File: src/flash_frontend_defs.vh
// constants for the serial flash command front end
// included by the front end, its pin synchroniser and its sector protect store
`ifndef FLASH_FRONTEND_DEFS_VH
`define FLASH_FRONTEND_DEFS_VH

`define ADR_W        21
`define SECT_W       5
`define SECT_N       32
`define SECT_MSB     20
`define SECT_LSB     16

// supported opcodes
`define OPC_RD_DUM2  8'h1b
`define OPC_RD_DUM1  8'h0b
`define OPC_RD_DUM0  8'h03
`define OPC_RD_DUAL  8'h3b
`define OPC_ERASE4   8'h20
`define OPC_ERASE32  8'h52
`define OPC_ERASE64  8'hd8
`define OPC_CHIP     8'hc7
`define OPC_PROG     8'h02
`define OPC_PROG_DU  8'ha2
`define OPC_SUSPEND  8'hb0
`define OPC_RESUME   8'hd0
`define OPC_WREN     8'h06
`define OPC_WRDI     8'h04
`define OPC_PROT     8'h36
`define OPC_UNPROT   8'h39
`define OPC_RDPROT   8'h3c

// command kinds, also presented on op_kind_o
`define K_READ       4'h0
`define K_DREAD      4'h1
`define K_PROG       4'h2
`define K_DPROG      4'h3
`define K_ERASE4     4'h4
`define K_ERASE32    4'h5
`define K_ERASE64    4'h6
`define K_CHIP       4'h7
`define K_SUSPEND    4'h8
`define K_RESUME     4'h9
`define K_WREN       4'ha
`define K_WRDI       4'hb
`define K_PROT       4'hc
`define K_UNPROT     4'hd
`define K_RDPROT     4'he

// decode word: {known, gated, has_addr, dummy[1:0], kind[3:0]}
`define INFO_KNOWN   8
`define INFO_GATED   7
`define INFO_ADDR    6
`define INFO_DUM_MSB 5
`define INFO_DUM_LSB 4
`define INFO_K_MSB   3
`define INFO_RD      3'b101
`define INFO_WA      3'b111
`define INFO_WO      3'b110
`define INFO_OO      3'b100
`define DUM_0        2'h0
`define DUM_1        2'h1
`define DUM_2        2'h2

// bit counts within a phase (last index); PROG_FULL is the program byte counter full bit
`define LAST_BYTE    5'h07
`define LAST_DUAL    5'h03
`define LAST_ADDR    5'h17
`define PROG_FULL    8

// synchroniser: cs_n, sck, input pin, output pin; cs_n resets deselected
`define SYNC_W       4
`define SYNC_RST     4'h8
`define PIN_CS       3
`define PIN_SCK      2
`define PIN_SI       1
`define PIN_SO       0

`endif

File: src/pin_sync.v
// two flip-flop synchroniser for the serial pins
// inputs are asynchronous to sys_clk_i; reset value is a constant
`timescale 1ns/1ps
`include "flash_frontend_defs.vh"
module pin_sync (
   input  wire                 sys_clk_i,
   input  wire                 rst_i,
   input  wire [`SYNC_W-1:0]   d_i,
   output reg  [`SYNC_W-1:0]   q_o
);
   reg [`SYNC_W-1:0] meta_r;

   always @(posedge sys_clk_i or posedge rst_i) begin
      if (rst_i) begin
         meta_r <= `SYNC_RST;
         q_o    <= `SYNC_RST;
      end else begin
         meta_r <= d_i;
         q_o    <= meta_r;
      end
   end
endmodule // pin_sync

File: src/sector_protect.v
// per-sector protection flags, one per 64 kB sector
// set and clear are one-cycle pulses from the front end
`timescale 1ns/1ps
`include "flash_frontend_defs.vh"
module sector_protect (
   input  wire                 sys_clk_i,
   input  wire                 rst_i,
   input  wire                 set_i,
   input  wire                 clr_i,
   input  wire [`SECT_W-1:0]   idx_i,
   output wire [`SECT_N-1:0]   map_o
);
   genvar g;
   generate
      for (g = 0; g < `SECT_N; g = g + 1) begin : g_sect
         reg flag_r;
         always @(posedge sys_clk_i or posedge rst_i) begin
            if (rst_i) begin
               flag_r <= 1'b0;
            end else if (idx_i == g) begin
               if (set_i) begin
                  flag_r <= 1'b1;
               end else if (clr_i) begin
                  flag_r <= 1'b0;
               end
            end
         end
         assign map_o[g] = flag_r;
      end
   endgenerate
endmodule // sector_protect

File: src/serial_flash_command_frontend.v
// serial flash command front end: frames, shifts and decodes host commands
// pins are sampled by sys_clk_i; sck must stay at least 4 sys_clk cycles per half period
// rd_data_i is expected valid in the same cycle as rd_strobe_o; it is sampled on the next edge
`timescale 1ns/1ps
`include "flash_frontend_defs.vh"
module serial_flash_command_frontend (
   input  wire                 sys_clk_i,
   input  wire                 rst_i,
   input  wire                 cs_n_i,
   input  wire                 sck_i,
   input  wire                 input_pin_bidir_i,
   output reg                  input_pin_bidir_o,
   output reg                  input_pin_bidir_oe_o,
   input  wire                 output_pin_bidir_i,
   output reg                  output_pin_bidir_o,
   output reg                  output_pin_bidir_oe_o,
   output reg                  rd_strobe_o,
   output reg  [`ADR_W-1:0]    rd_addr_o,
   input  wire [7:0]           rd_data_i,
   output reg                  prog_valid_o,
   output reg  [`ADR_W-1:0]    prog_addr_o,
   output reg  [7:0]           prog_data_o,
   output reg                  op_valid_o,
   output reg  [3:0]           op_kind_o,
   output reg  [`ADR_W-1:0]    op_addr_o,
   output wire                 write_enable_latch_o,
   output wire [`SECT_N-1:0]   sector_prot_o
);
   localparam S_IDLE   = 3'h0;
   localparam S_ADDR   = 3'h1;
   localparam S_DUMMY  = 3'h2;
   localparam S_RDATA  = 3'h3;
   localparam S_PDATA  = 3'h4;
   localparam S_DONE   = 3'h5;
   localparam S_IGNORE = 3'h6;

   wire [`SYNC_W-1:0] pins_s;
   reg  [2:0]         state_r;
   reg  [4:0]         bit_cnt_r;
   reg  [7:0]         op_r;
   reg  [3:0]         kind_r;
   reg                gated_r;
   reg  [1:0]         dum_r;
   reg  [`ADR_W-1:0]  addr_r;
   reg  [`ADR_W-1:0]  hdr_addr_r;
   reg  [7:0]         din_r;
   reg  [7:0]         dout_r;
   reg  [`PROG_FULL:0] byte_cnt_r;
   reg                wel_r;
   reg                load_r;
   reg                sck_q_r;
   reg                prot_set_r;
   reg                prot_clr_r;

   wire               cs_n_s   = pins_s[`PIN_CS];
   wire               sck_s    = pins_s[`PIN_SCK];
   wire               si_s     = pins_s[`PIN_SI];
   wire               so_s     = pins_s[`PIN_SO];
   wire               sck_rise = sck_s & ~sck_q_r;
   wire               sck_fall = ~sck_s & sck_q_r;
   wire               dual_rd  = (kind_r == `K_DREAD);
   wire               dual_wr  = (kind_r == `K_DPROG);
   wire [4:0]         last_rd  = dual_rd ? `LAST_DUAL : `LAST_BYTE;
   wire [4:0]         last_wr  = dual_wr ? `LAST_DUAL : `LAST_BYTE;
   wire [7:0]         op_nxt   = {op_r[6:0], si_s};
   wire [`ADR_W-1:0]  addr_nxt = {addr_r[`ADR_W-2:0], si_s};
   wire [7:0]         din_nxt  = dual_wr ? {din_r[5:0], so_s, si_s} : {din_r[6:0], si_s};
   wire [8:0]         info     = cmd_info(op_nxt);
   wire               prot_bit = sector_prot_o[rd_addr_o[`SECT_MSB:`SECT_LSB]];

   assign write_enable_latch_o = wel_r;

   // opcode decode: known, write-gated, address, dummy bytes, kind
   function [8:0] cmd_info;
      input [7:0] op;
      begin
         case (op)
            `OPC_RD_DUM2: cmd_info = {`INFO_RD, `DUM_2, `K_READ};
            `OPC_RD_DUM1: cmd_info = {`INFO_RD, `DUM_1, `K_READ};
            `OPC_RD_DUM0: cmd_info = {`INFO_RD, `DUM_0, `K_READ};
            `OPC_RD_DUAL: cmd_info = {`INFO_RD, `DUM_1, `K_DREAD};
            `OPC_ERASE4:  cmd_info = {`INFO_WA, `DUM_0, `K_ERASE4};
            `OPC_ERASE32: cmd_info = {`INFO_WA, `DUM_0, `K_ERASE32};
            `OPC_ERASE64: cmd_info = {`INFO_WA, `DUM_0, `K_ERASE64};
            `OPC_CHIP:    cmd_info = {`INFO_WO, `DUM_0, `K_CHIP};
            `OPC_PROG:    cmd_info = {`INFO_WA, `DUM_0, `K_PROG};
            `OPC_PROG_DU: cmd_info = {`INFO_WA, `DUM_0, `K_DPROG};
            `OPC_SUSPEND: cmd_info = {`INFO_OO, `DUM_0, `K_SUSPEND};
            `OPC_RESUME:  cmd_info = {`INFO_OO, `DUM_0, `K_RESUME};
            `OPC_WREN:    cmd_info = {`INFO_OO, `DUM_0, `K_WREN};
            `OPC_WRDI:    cmd_info = {`INFO_OO, `DUM_0, `K_WRDI};
            `OPC_PROT:    cmd_info = {`INFO_WA, `DUM_0, `K_PROT};
            `OPC_UNPROT:  cmd_info = {`INFO_WA, `DUM_0, `K_UNPROT};
            `OPC_RDPROT:  cmd_info = {`INFO_RD, `DUM_0, `K_RDPROT};
            default:      cmd_info = 9'h000;
         endcase
      end
   endfunction

   // protection reads are served from the flag map, not the array
   function is_prot_rd;
      input [3:0] k;
      begin
         is_prot_rd = (k == `K_RDPROT);
      end
   endfunction

   // fetch one byte at a and step the address with 21-bit wrap
   task start_fetch;
      input [`ADR_W-1:0] a;
      begin
         rd_strobe_o <= !is_prot_rd(kind_r);
         rd_addr_o   <= a;
         addr_r      <= a + 21'h000001;
         load_r      <= 1'b1;
      end
   endtask

   // header complete: enter the data phase of the command
   task enter_data;
      input [`ADR_W-1:0] a;
      begin
         hdr_addr_r <= a;
         bit_cnt_r  <= 5'h00;
         case (kind_r)
            `K_READ, `K_DREAD, `K_RDPROT: begin
               state_r <= S_RDATA;
               start_fetch(a);
            end
            `K_PROG, `K_DPROG: begin
               state_r <= S_PDATA;
               addr_r  <= a;
            end
            default: begin
               state_r <= S_DONE;
            end
         endcase
      end
   endtask

   pin_sync u_sync (
      .sys_clk_i (sys_clk_i),
      .rst_i     (rst_i),
      .d_i       ({cs_n_i, sck_i, input_pin_bidir_i, output_pin_bidir_i}),
      .q_o       (pins_s)
   );

   sector_protect u_prot (
      .sys_clk_i (sys_clk_i),
      .rst_i     (rst_i),
      .set_i     (prot_set_r),
      .clr_i     (prot_clr_r),
      .idx_i     (hdr_addr_r[`SECT_MSB:`SECT_LSB]),
      .map_o     (sector_prot_o)
   );

   always @(posedge sys_clk_i or posedge rst_i) begin
      if (rst_i) begin
         state_r               <= S_IDLE;
         bit_cnt_r             <= 5'h00;
         op_r                  <= 8'h00;
         kind_r                <= 4'h0;
         gated_r               <= 1'b0;
         dum_r                 <= 2'h0;
         addr_r                <= 21'h000000;
         hdr_addr_r            <= 21'h000000;
         din_r                 <= 8'h00;
         dout_r                <= 8'h00;
         byte_cnt_r            <= 9'h000;
         wel_r                 <= 1'b0;
         load_r                <= 1'b0;
         sck_q_r               <= 1'b0;
         prot_set_r            <= 1'b0;
         prot_clr_r            <= 1'b0;
         input_pin_bidir_o     <= 1'b0;
         input_pin_bidir_oe_o  <= 1'b0;
         output_pin_bidir_o    <= 1'b0;
         output_pin_bidir_oe_o <= 1'b0;
         rd_strobe_o           <= 1'b0;
         rd_addr_o             <= 21'h000000;
         prog_valid_o          <= 1'b0;
         prog_addr_o           <= 21'h000000;
         prog_data_o           <= 8'h00;
         op_valid_o            <= 1'b0;
         op_kind_o             <= 4'h0;
         op_addr_o             <= 21'h000000;
      end else begin
         // edges are tracked at all times so either idle level is fine
         sck_q_r      <= sck_s;
         rd_strobe_o  <= 1'b0;
         prog_valid_o <= 1'b0;
         op_valid_o   <= 1'b0;
         prot_set_r   <= 1'b0;
         prot_clr_r   <= 1'b0;
         if (load_r) begin
            load_r <= 1'b0;
            dout_r <= is_prot_rd(kind_r) ? {8{prot_bit}} : rd_data_i;
         end
         if (cs_n_s) begin
            // deselect: commit a complete command, drop anything partial
            if (state_r == S_DONE || (state_r == S_PDATA && byte_cnt_r != 9'h000)) begin
               case (kind_r)
                  `K_WREN: begin
                     wel_r <= 1'b1;
                  end
                  `K_WRDI: begin
                     wel_r <= 1'b0;
                  end
                  `K_PROT: begin
                     prot_set_r <= 1'b1;
                     wel_r      <= 1'b0;
                  end
                  `K_UNPROT: begin
                     prot_clr_r <= 1'b1;
                     wel_r      <= 1'b0;
                  end
                  default: begin
                     op_valid_o <= 1'b1;
                     op_kind_o  <= kind_r;
                     op_addr_o  <= hdr_addr_r;
                     if (gated_r) begin
                        wel_r <= 1'b0;
                     end
                  end
               endcase
            end
            state_r               <= S_IDLE;
            bit_cnt_r             <= 5'h00;
            byte_cnt_r            <= 9'h000;
            load_r                <= 1'b0;
            input_pin_bidir_oe_o  <= 1'b0;
            output_pin_bidir_oe_o <= 1'b0;
         end else if (sck_rise) begin
            // input bits are taken on the rising edge only
            case (state_r)
               S_IDLE: begin
                  op_r      <= op_nxt;
                  bit_cnt_r <= bit_cnt_r + 5'h01;
                  if (bit_cnt_r == `LAST_BYTE) begin
                     bit_cnt_r <= 5'h00;
                     kind_r    <= info[`INFO_K_MSB:0];
                     gated_r   <= info[`INFO_GATED];
                     dum_r     <= info[`INFO_DUM_MSB:`INFO_DUM_LSB];
                     if (!info[`INFO_KNOWN]) begin
                        state_r <= S_IGNORE;
                     end else if (info[`INFO_GATED] && !wel_r) begin
                        state_r <= S_IGNORE;
                     end else if (info[`INFO_ADDR]) begin
                        state_r <= S_ADDR;
                     end else begin
                        state_r <= S_DONE;
                     end
                  end
               end
               S_ADDR: begin
                  // only the low 21 bits survive the shift
                  addr_r    <= addr_nxt;
                  bit_cnt_r <= bit_cnt_r + 5'h01;
                  if (bit_cnt_r == `LAST_ADDR) begin
                     if (dum_r != `DUM_0) begin
                        state_r   <= S_DUMMY;
                        bit_cnt_r <= 5'h00;
                     end else begin
                        enter_data(addr_nxt);
                     end
                  end
               end
               S_DUMMY: begin
                  bit_cnt_r <= bit_cnt_r + 5'h01;
                  if (bit_cnt_r == `LAST_BYTE) begin
                     bit_cnt_r <= 5'h00;
                     dum_r     <= dum_r - 2'h1;
                     if (dum_r == `DUM_1) begin
                        enter_data(addr_r);
                     end
                  end
               end
               S_PDATA: begin
                  din_r     <= din_nxt;
                  bit_cnt_r <= bit_cnt_r + 5'h01;
                  if (bit_cnt_r == last_wr) begin
                     bit_cnt_r <= 5'h00;
                     // bytes past the page limit are dropped
                     if (!byte_cnt_r[`PROG_FULL]) begin
                        prog_valid_o <= 1'b1;
                        prog_data_o  <= din_nxt;
                        prog_addr_o  <= addr_r;
                        addr_r       <= addr_r + 21'h000001;
                        byte_cnt_r   <= byte_cnt_r + 9'h001;
                     end
                  end
               end
               default: begin
                  bit_cnt_r <= bit_cnt_r;
               end
            endcase
         end else if (sck_fall && state_r == S_RDATA && !load_r) begin
            // output bits change on the falling edge, msb first
            output_pin_bidir_oe_o <= 1'b1;
            output_pin_bidir_o    <= dout_r[7];
            if (dual_rd) begin
               input_pin_bidir_oe_o <= 1'b1;
               input_pin_bidir_o    <= dout_r[6];
               dout_r               <= {dout_r[5:0], 2'b00};
            end else begin
               dout_r <= {dout_r[6:0], 1'b0};
            end
            bit_cnt_r <= bit_cnt_r + 5'h01;
            if (bit_cnt_r == last_rd) begin
               bit_cnt_r <= 5'h00;
               start_fetch(addr_r);
            end
         end
      end
   end
endmodule // serial_flash_command_frontend

File: config.mk
export PLATFORM = sky130hd
export DESIGN_NAME = serial_flash_command_frontend
export DESIGN_NICKNAME = d
export VERILOG_FILES = /design/src/pin_sync.v /design/src/sector_protect.v /design/src/serial_flash_command_frontend.v
export VERILOG_INCLUDE_DIRS = /design/src
export SDC_FILE = /design/constraint.sdc
export NUM_CORES = 1
export LEC_CHECK = 0
export BUFFER_PORTS_ARGS = -buffer_cell sky130_fd_sc_hd__buf_4
export CAP_MARGIN = 30
export CORE_MARGIN = 2
export CORE_UTILIZATION = 45
export CTS_CLUSTER_SIZE = 40
export DETAILED_ROUTE_END_ITERATION = 10
export PLACE_DENSITY = 0.75
export SLEW_MARGIN = 40
export SYNTH_ARGS = -nofsm -noshare
export SYNTH_HDL_FRONTEND = slang
export SYNTH_SLANG_ARGS = --single-unit
File: constraint.sdc
create_clock -name sys_clk_i -period 13.35 [get_ports sys_clk_i]
set_input_delay 0.6675 -clock sys_clk_i [delete_from_list [all_inputs] [get_ports sys_clk_i]]
set_output_delay 0.6675 -clock sys_clk_i [all_outputs]
set_load 0.02 [all_outputs]
==> results_dict.tcl, run 1 <==
set metrics [dict create \
    multi_input_area_sq_um 5440 \
    fin_tns_setup_ns 0 \
    worst_setup_path_end_kind "register" \
    cts_max_path_buffers 3 \
    maxCapViolCount 0 \
    grt-ovfl-total 0 \
    async_reset_ff_share_pct 100 \
    path_max_fanout 37 \
    setup.worst_path.start_class "register" \
    fin_crit_sh_pct 24.7 \
    met1_length_um 12700 \
    grt_pass1_wl_um 44900 \
    p_leak_nw 6.05 \
    grt_antenna_before_repair 0 \
    crit_arrival_ns 3.69 \
    yosysSeqAreaShare_pct 46.7 \
    placed_area_sq_um 12300 \
    highest_layer "met4" \
    n_antenna_cell 0 \
    reg2reg_from "kind_r[2]" \
    synthTopCellsByArea "dfrtp_1 (46%), mux2_2 (10%), nand2_1 (5.6%)" \
    drv_slew 0 \
    rows 58 \
    grt_usage_pct 20.5 \
    finalSetupViolCount 0 \
    post-route-drc-count 0 \
    crit_family "buffers and inverters" \
    layout.nets 1248 \
    fin_cells 1574 \
    fmax_mhz 303 \
    die_h_um 164 \
    worst_path_most_repeated_cell "buf_4" \
    place_inst 1531 \
    regArea_sq_um 5380 \
    path_cells "and4bb_2 > mux2i_1 > or3_1 > buf_4 > clkinv_4 > o31ai_2 > buf_4 > a21oi_1 > o22a_1" \
    yosys.area.top_type "dfrtp_1" \
    synth.distinct_cells 74 \
    ir_drop_v 0.0000698 \
    synth_top_flop_cell "dfrtp_1" \
    dp_hpwl_um 18900 \
    stdcell_area_sq_um 13100 \
    io_pins 129 \
    synth_edf_count 0 \
    r2r-end "addr_r[15]" \
    synth_nets 1216 \
    synth_cells 1195 \
    path_buf_inv 3 \
    rsz0062_at_grt "false" \
    dr_wl_met3_um 1980 \
    via_count 8913 \
    cp.required_ns 13.75 \
    worst-setup-path-type "register to register" \
    cts_tree "yes" \
    crit_cells 9 \
    ant_nets 0 \
    clk_pin_slew_worst_paths_ns 0.06 \
    worst_pin_slew_ns 0.842 \
    clkLatencyLatePin_ns 0.51 \
    outcome "completed" \
    layout_setup_ws_ns 10.05 \
    post_cts_resize_count 0 \
    holdBufCountCts 0 \
    dieArea_sq_um 26900 \
    avgViaCountPerCell 5.66 \
    htree_levels 1 \
    syn_area_per_cell_sq_um 9.65 \
    powerDensity_nw_per_um2 112 \
    cts.sinks 215 \
    nFillCells 2245 \
    synth_area_sq_um 11500 \
    io_buffers 128 \
    dp_worst_setup_slack_ns 10.10 \
    start_util_pct 45.8 \
    drtIter0Drc 808 \
    hp-class "input pin to async pin" \
    post_cts_buffers 0 \
    area_delta_synth_final_pct 13.9 \
    cts_root_buffer "clkbuf_16" \
    fin_worst_skew_ns 0.00814 \
    drt_pass1_iterations 6 \
    rrSetupSlack_ns 10.05 \
    grt_max_degree 130 \
    slowest_stage "and4bb_2" \
    first_global_vias 8466 \
    ys_ff_latch 215 \
    relSlewSlack_pct 43.5 \
    die_w_um 164 \
    core_sq_um 25200 \
    place_congestion 0.895 \
    slowest_delay_ns 0.56 \
    cts-buffers-inserted 24 \
    drive_gt1_share_pct 25.2 \
    hold_viol 0 \
    dr_wl_met2_um 12700 \
    r2r_cells 9 \
    yosys_warnings 0 \
    min_period_ns 3.30 \
    totalWireLength_um 27700 \
    synth_top_area_share_pct 46.2 \
    wl_per_cell_um 17.6 \
]
## metrics by stage
stage / hold WS [ns] / power, mW / util, %
6_report: 0.259 / 1.47 / 52.2
5_1_grt: 0.245 / 1.54 / 52.2
4_1_cts: 0.245 / 1.48 / 52.1
3_5_place_dp: 0.344 / 0.826 / 49.0
3_3_place_gp: 0.333 / 0.824 / 48.9
2_1_floorplan: 0.331 / 0.800 / -
## kinds of logic (layout without fill, tap and decap cells)
kind of cell	Yosys count	in the layout	share of synthesized area, %
AND/OR/NAND/NOR	458	458	19.0
XOR/XNOR	25	25	1.90
AO/OA/AOI/OAI	202	202	11.3
buffers and inverters	146	195	6.35
multiplexers	142	142	14.0
flip-flops	215	215	46.7
adder cells (fa/ha/maj)	7	7	0.760
## cell usage in the layout (no fill, tap or decap), types with 6 or more instances in the layout
cell,count
dfrtp_1,212
nand2_1,173
buf_4,136
nor2_1,115
mux2_2,107
o21ai_0,57
a21oi_1,39
a31oi_1,33
mux2i_1,30
nand3_1,27
clkbuf_16,25
nor3_1,22
nand4_1,18
xor2_1,14
nand2b_1,13
inv_1,13
or3_1,13
nand3b_1,13
xnor2_1,11
nor4_1,9
o22a_1,9
and3_1,8
and2_1,8
a211o_1,8
clkinv_2,8
ha_1,7
nor2b_1,6
o211ai_1,6
o22ai_1,6
## report_power, final
group          internal (mW)  switching (mW)  leakage, nW
combinational         0.0493          0.0597         2.69
sequential             0.665          0.0420         2.97
clock                  0.396           0.261        0.394
## state kept, by name, indices dropped and copies added, names as in the netlist, 8 cells and up
register	cells
hdr_addr_r	21
prog_addr_o	21
prog_data_o	8
byte_cnt_r	9
addr_r	21
u_prot.g_sect.flag_r	32
dout_r	8
rd_addr_o	21
op_addr_o	21
## Yosys cell counts (18+ instances only)
cell type  count
nand4_1       18
o21ai_0       57
nor2_1       117
a31oi_1       33
buf_4         38
nand3_1       27
dfrtp_1      213
nor3_1        22
a21oi_1       39
nand2_1      173
mux2_2       107
mux2i_1       30
clkbuf_1      78
## layer usage
metal	global-route usage [%]	up-vias
li1	-	4246
met1	29.4	4339
met2	32.4	297
met3	3.96	31
met4	4.35	0
met5	0	-
## layout make-up
class / instances / share of cell area [%]
Clock inverter: 11 / 0.819
Timing Repair Buffer: 137 / 7.88
Clock buffer: 32 / 5.19
Sequential cell: 215 / 41.0
Tap cell: 330 / 3.14
Inverter: 15 / 0.562
Multi-Input combinational cell: 834 / 41.4
## how the worst max path moves through the flow
stage,from,endpoint,slack [ns]
floorplan,rst_i,addr_r[0],6.81
global placement,state_r[0],rd_addr_o[11],10.20
detailed placement,kind_r[2],addr_r[15],10.10
CTS,kind_r[2],addr_r[15],10.08
global route,kind_r[2],addr_r[15],9.81
finish,kind_r[2],addr_r[15],10.05
Note: power is estimated with default switching activity, not from simulation.
==> inputs of run 2 (changes only) <==
==> constraint.sdc (replaced) <==
create_clock -name sys_clk_i -period 3.1 [get_ports sys_clk_i]
set_input_delay 0.155 -clock sys_clk_i [delete_from_list [all_inputs] [get_ports sys_clk_i]]
set_output_delay 0.155 -clock sys_clk_i [all_outputs]
set_load 0.02 [all_outputs]
==> results_dict.tcl, run 2 (synthesis gave the netlist of run 1 again) <==
set metrics [dict create \
    outcome "completed" \
    ir_drop_v 0.000392 \
    hold_viol 0 \
    drive_gt1_share_pct 26.2 \
    combPwrFrac_pct 8.3 \
    nFillCells 2212 \
    n_antenna_cell 0 \
    r2r-end "addr_r[0]" \
    grt_pass1_wl_um 46400 \
    place_inst 1558 \
    path_cells "ha_1 > nor4b_1 > mux2i_1 > or3_1 > clkinv_4 > o31ai_2 > buf_4 > or3_1 > nand3_1" \
    fin_crit_sh_pct 91.8 \
    layout_commonest_cell "dfrtp_1" \
    drt_pass1_iterations 6 \
    rrSetupSlack_ns 0.25 \
    die_h_um 164 \
    crit_arrival_ns 3.30 \
    p_sw_mw 1.56 \
    critPathLaunch "bit_cnt_r[0]" \
    multi_input_area_sq_um 5430 \
    min_period_ns 2.85 \
    hp-class "input pin to register" \
    io_buffers 128 \
    worst_pin_slew_ns 0.761 \
    drv_slew 0 \
    powerDensity_nw_per_um2 458 \
    slowest_delay_ns 0.47 \
    drtIter0Drc 822 \
    worst_path_most_repeated_cell "or3_1" \
    wl_per_cell_um 17.8 \
    clk_pin_slew_worst_paths_ns 0.06 \
    fin_cells 1610 \
    cts_root_buffer "clkbuf_16" \
    path_max_fanout 29 \
    reg2reg_from "bit_cnt_r[0]" \
    grt_antenna_before_repair 0 \
    totalWireLength_um 28700 \
    first_global_vias 8860 \
    r2r_cells 9 \
    hold_end "dout_r[0]" \
    worstHoldStart "rd_data_i[0]" \
    cts_tree "yes" \
    layout.nets 1286 \
    fmax_mhz 351 \
    largest_reg_flops 32 \
    die_w_um 164 \
    setup.worst_path.start_class "register" \
    dp_hpwl_um 19600 \
    regMostFlops "u_prot.g_sect.flag_r" \
    grt_usage_pct 21.3 \
    final_cell_mix "dfrtp_1 (213), nand2_1 (173), buf_4 (162)" \
    htree_levels 1 \
    finalSetupViolCount 0 \
    avgViaCountPerCell 5.72 \
    maxCapViolCount 0 \
    slowest_stage "or3_1" \
    cts-buffers-inserted 23 \
    dp_worst_setup_slack_ns 0.327 \
    min_path_cells 4 \
    io_pins 129 \
    pwr-share-seq_pct 49.5 \
    rsz0062_at_grt "false" \
    ant_nets 0 \
    relSlewSlack_pct 49.2 \
    post-route-drc-count 0 \
    cts.sinks 215 \
    core_sq_um 25200 \
    grt-ovfl-total 0 \
    fin_tns_setup_ns 0 \
    rows 58 \
    worst-setup-path-type "register to register" \
    regArea_sq_um 5380 \
    area_delta_synth_final_pct 16.0 \
    clkLatencyLatePin_ns 0.52 \
    grt_max_degree 91 \
    dieArea_sq_um 26900 \
    layout_setup_ws_ns 0.253 \
    via_count 9203 \
    p_leak_nw 6.19 \
    clockPowerShare_pct 42.1 \
    p_sw_share_pct 25.5 \
    start_util_pct 45.8 \
    worst_setup_path_end_kind "register" \
    cts_max_path_buffers 3 \
    p_int_mw 4.56 \
    fin_worst_skew_ns 0.00996 \
    cp.required_ns 3.55 \
    place_congestion 0.911 \
]
[run 2: cell types whose count changed in the layout (fill, tap and decap cells not counted), moves of 2 or more]
cell,delta
buf_12,+2
buf_4,+26
clkinvlp_4,+3
clkinv_2,-4
clkbuf_16,-2
bufinv_16,-2
dlygate4sd3_1,+12
[run 2: power by group through the flow]
stage	Sequential [mW]	Combinational, mW	Clock (mW)
floorplan	2.95	0.498	0
global placement	3.07	0.487	0
detailed placement	3.08	0.497	0
CTS	3.02	0.512	2.65
global route	3.05	0.571	2.75
finish	3.03	0.509	2.58
[run 2: final cells by class]
| type | count | area share (%) |
|---|---|---|
| Inverter | 15 | 0.487 |
| Sequential cell | 215 | 40.3 |
| Tap cell | 330 | 3.09 |
| Clock buffer | 31 | 4.83 |
| Clock inverter | 9 | 0.449 |
| Timing Repair Buffer | 176 | 10.3 |
| Multi-Input combinational cell | 834 | 40.6 |
[run 2: critical path, delay by kind of cell (launching register included)]
kind                     cells  cell delay, ns
AND/OR/NAND/NOR              4            1.31
AO/OA/AOI/OAI                1            0.10
adder cells (fa/ha/maj)      1            0.33
flip-flops                   1            0.40
multiplexers                 1            0.21
buffers and inverters        2            0.44
[run 2: worst max path at each step]
stage	end	depth (start not counted)	slack, ns
after global placement	addr_r[0]	9	0.42
after detailed placement	addr_r[5]	8	0.33
after global routing	addr_r[0]	9	0.05
after CTS	addr_r[20]	8	0.23
after floorplan	addr_r[0]	1	0.15
final	addr_r[0]	9	0.25
[run 2: what timing repair did]
| action | in CTS | in global routing |
|---|---|---|
| hold buffers | 12 | 0 |
| endpoints found under the hold margin | 37 | 0 |
| buffers inserted | 0 | 0 |
| endpoints found under the setup margin | 0 | 2 |
| gates resized for setup | 0 | 1 |
[run 2: routing by layer]
metal / vias to the layer above / GRT usage, % / share of wire, %
met5: - / 0 / 0
met4: 0 / 5.70 / 2.0
met3: 41 / 3.18 / 6.7
met2: 323 / 34.3 / 46
met1: 4512 / 30.0 / 46
li1: 4327 / - / -
[run 2: through the flow]
stage	utilization, %	hold slack (ns)	area [sq um]	power [mW]
final	53.1	0.0334	13400	6.12
after global routing	53.1	0.0625	13400	6.37
after CTS	53.1	0.0166	13400	6.18
after detailed placement	49.8	0.267	12500	3.57
after global placement	49.8	0.265	12500	3.56
after floorplan	-	0.159	11500	3.45
==> inputs of run 3 (changes only) <==
==> constraint.sdc (replaced) <==
create_clock -name sys_clk_i -period 3.41 [get_ports sys_clk_i]
set_input_delay 0.1705 -clock sys_clk_i [delete_from_list [all_inputs] [get_ports sys_clk_i]]
set_output_delay 0.1705 -clock sys_clk_i [all_outputs]
set_load 0.02 [all_outputs]
==> results_dict.tcl, run 3 (synthesis gave the netlist of run 1 again) <==
set metrics [dict create \
    pwr-share-seq_pct 47.5 \
    via_count 9106 \
    start_util_pct 45.8 \
    regMostFlops "u_prot.g_sect.flag_r" \
    grt_usage_pct 21.0 \
    cts_tree "yes" \
    cts.sinks 215 \
    worst_pin_slew_ns 0.835 \
    place_inst 1547 \
    dp_hpwl_um 19500 \
    cts_max_path_buffers 3 \
    drv_slew 0 \
    path_cells "ha_1 > nor4b_1 > mux2i_1 > or3_1 > clkinv_4 > o31a_1 > a21oi_1 > a21oi_1" \
    clockPowerShare_pct 44.6 \
    path_max_fanout 25 \
    setup.worst_path.start_class "register" \
    core_sq_um 25200 \
    final_cell_mix "dfrtp_1 (213), nand2_1 (173), buf_4 (151)" \
    avgViaCountPerCell 5.69 \
    dp_worst_setup_slack_ns 0.525 \
    ant_nets 0 \
    cts_root_buffer "clkbuf_16" \
    layout.nets 1276 \
    outcome "completed" \
    io_pins 129 \
    place_congestion 0.937 \
    fmax_mhz 333 \
    dieArea_sq_um 26900 \
    crit_arrival_ns 3.45 \
    totalWireLength_um 28600 \
    drive_gt1_share_pct 25.6 \
    clkLatencyLatePin_ns 0.52 \
    p_sw_mw 1.45 \
    p_leak_nw 6.17 \
    grt_antenna_before_repair 0 \
    io_buffers 128 \
    first_global_vias 8700 \
    die_w_um 164 \
    power_mw 5.80 \
    combPwrFrac_pct 8.0 \
    area_delta_synth_final_pct 16.1 \
    layout_commonest_cell "dfrtp_1" \
    p_sw_share_pct 25.0 \
    hp-class "input pin to register" \
    post-route-drc-count 0 \
    fin_crit_sh_pct 88.2 \
    maxCapViolCount 0 \
    drtIter0Drc 849 \
    post_cts_resize_count 0 \
    rsz0062_at_grt "false" \
    drt_pass1_iterations 5 \
    finalSetupViolCount 0 \
    hold_viol 0 \
    p_int_mw 4.35 \
    worst_setup_path_end_kind "register" \
    min_period_ns 3.01 \
    cts-buffers-inserted 23 \
    grt_max_degree 106 \
    worst_path_most_repeated_cell "a21oi_1" \
    htree_levels 1 \
    relSlewSlack_pct 44.3 \
    wl_per_cell_um 17.9 \
    cp.required_ns 3.85 \
    die_h_um 164 \
    slowest_stage "o31a_1" \
    n_antenna_cell 0 \
    worst-setup-path-type "register to register" \
    post_cts_buffers 0 \
    ir_drop_v 0.000250 \
    powerDensity_nw_per_um2 434 \
    largest_reg_flops 32 \
    holdBufCountCts 12 \
    slowest_delay_ns 0.55 \
    clk_pin_slew_worst_paths_ns 0.06 \
    fin_cells 1600 \
    fin_worst_skew_ns 0.0120 \
    rows 58 \
    grt_pass1_wl_um 45800 \
    grt-ovfl-total 0 \
    fin_tns_setup_ns 0 \
    layout_setup_ws_ns 0.403 \
]
==> run 3: path summary, 6_finish.rpt <==
kind | to | startpoint | depth (start not counted) | slack, ns
min | dout_r[0] | rd_data_i[0] | 4 | 0.04
max in group asynchronous | prog_addr_o[13] | rst_i | 5 | 2.22
max reg2reg | addr_r[12] | bit_cnt_r[0] | 8 | 0.40
min reg2reg | u_sync.q_o[1] | u_sync.meta_r[1] | 0 | 0.35
min in group asynchronous | din_r[3] | rst_i | 3 | 0.14
max | addr_r[12] | bit_cnt_r[0] | 8 | 0.40
==> run 3: area by class of cell <==
type / count / area (sq um)
sequential: 215 / 5380
clock inverter: 11 / 148
timing repair buffer: 166 / 1310
multi-input combinational: 834 / 5430
tap: 330 / 413
fill: 2213 / 11800
clock buffer: 29 / 628
inverter: 15 / 65.1
==> run 3: through the flow <==
stage	utilization, %	cell area (sq um)	hold WS, ns
2_1_floorplan	-	11500	0.175
3_3_place_gp	49.5	12500	0.281
3_5_place_dp	49.5	12500	0.281
4_1_cts	53.1	13400	0.0353
5_1_grt	53.1	13400	0.0473
6_report	53.1	13400	0.0435
==> run 3: metal layers <==
layer | up-vias | GRT usage, % | wire length, um
li1 | 4292 | - | -
met3 | 52 | 2.95 | 1670
met4 | 0 | 5.90 | 723
met5 | - | 0 | 0
met2 | 286 | 33.3 | 13100
met1 | 4476 | 30.1 | 13100
==> run 3: power groups by stage <==
stage | Clock [mW] | Combinational (mW) | Sequential (mW)
floorplan | 0 | 0.453 | 2.68
global route | 2.73 | 0.521 | 2.77
global placement | 0 | 0.439 | 2.80
finish | 2.59 | 0.461 | 2.76
CTS | 2.62 | 0.461 | 2.75
detailed placement | 0 | 0.448 | 2.80
==> run 3: worst max-delay path, delay by kind of cell (launching register included) <==
kind / cells / cell delay, ns
and+or+nand+nor: 2 / 0.93
AOI/OAI and AO/OA: 3 / 0.83
DFF: 1 / 0.39
adders and majority gates: 1 / 0.35
muxes: 1 / 0.22
buffers and inverters: 1 / 0.21
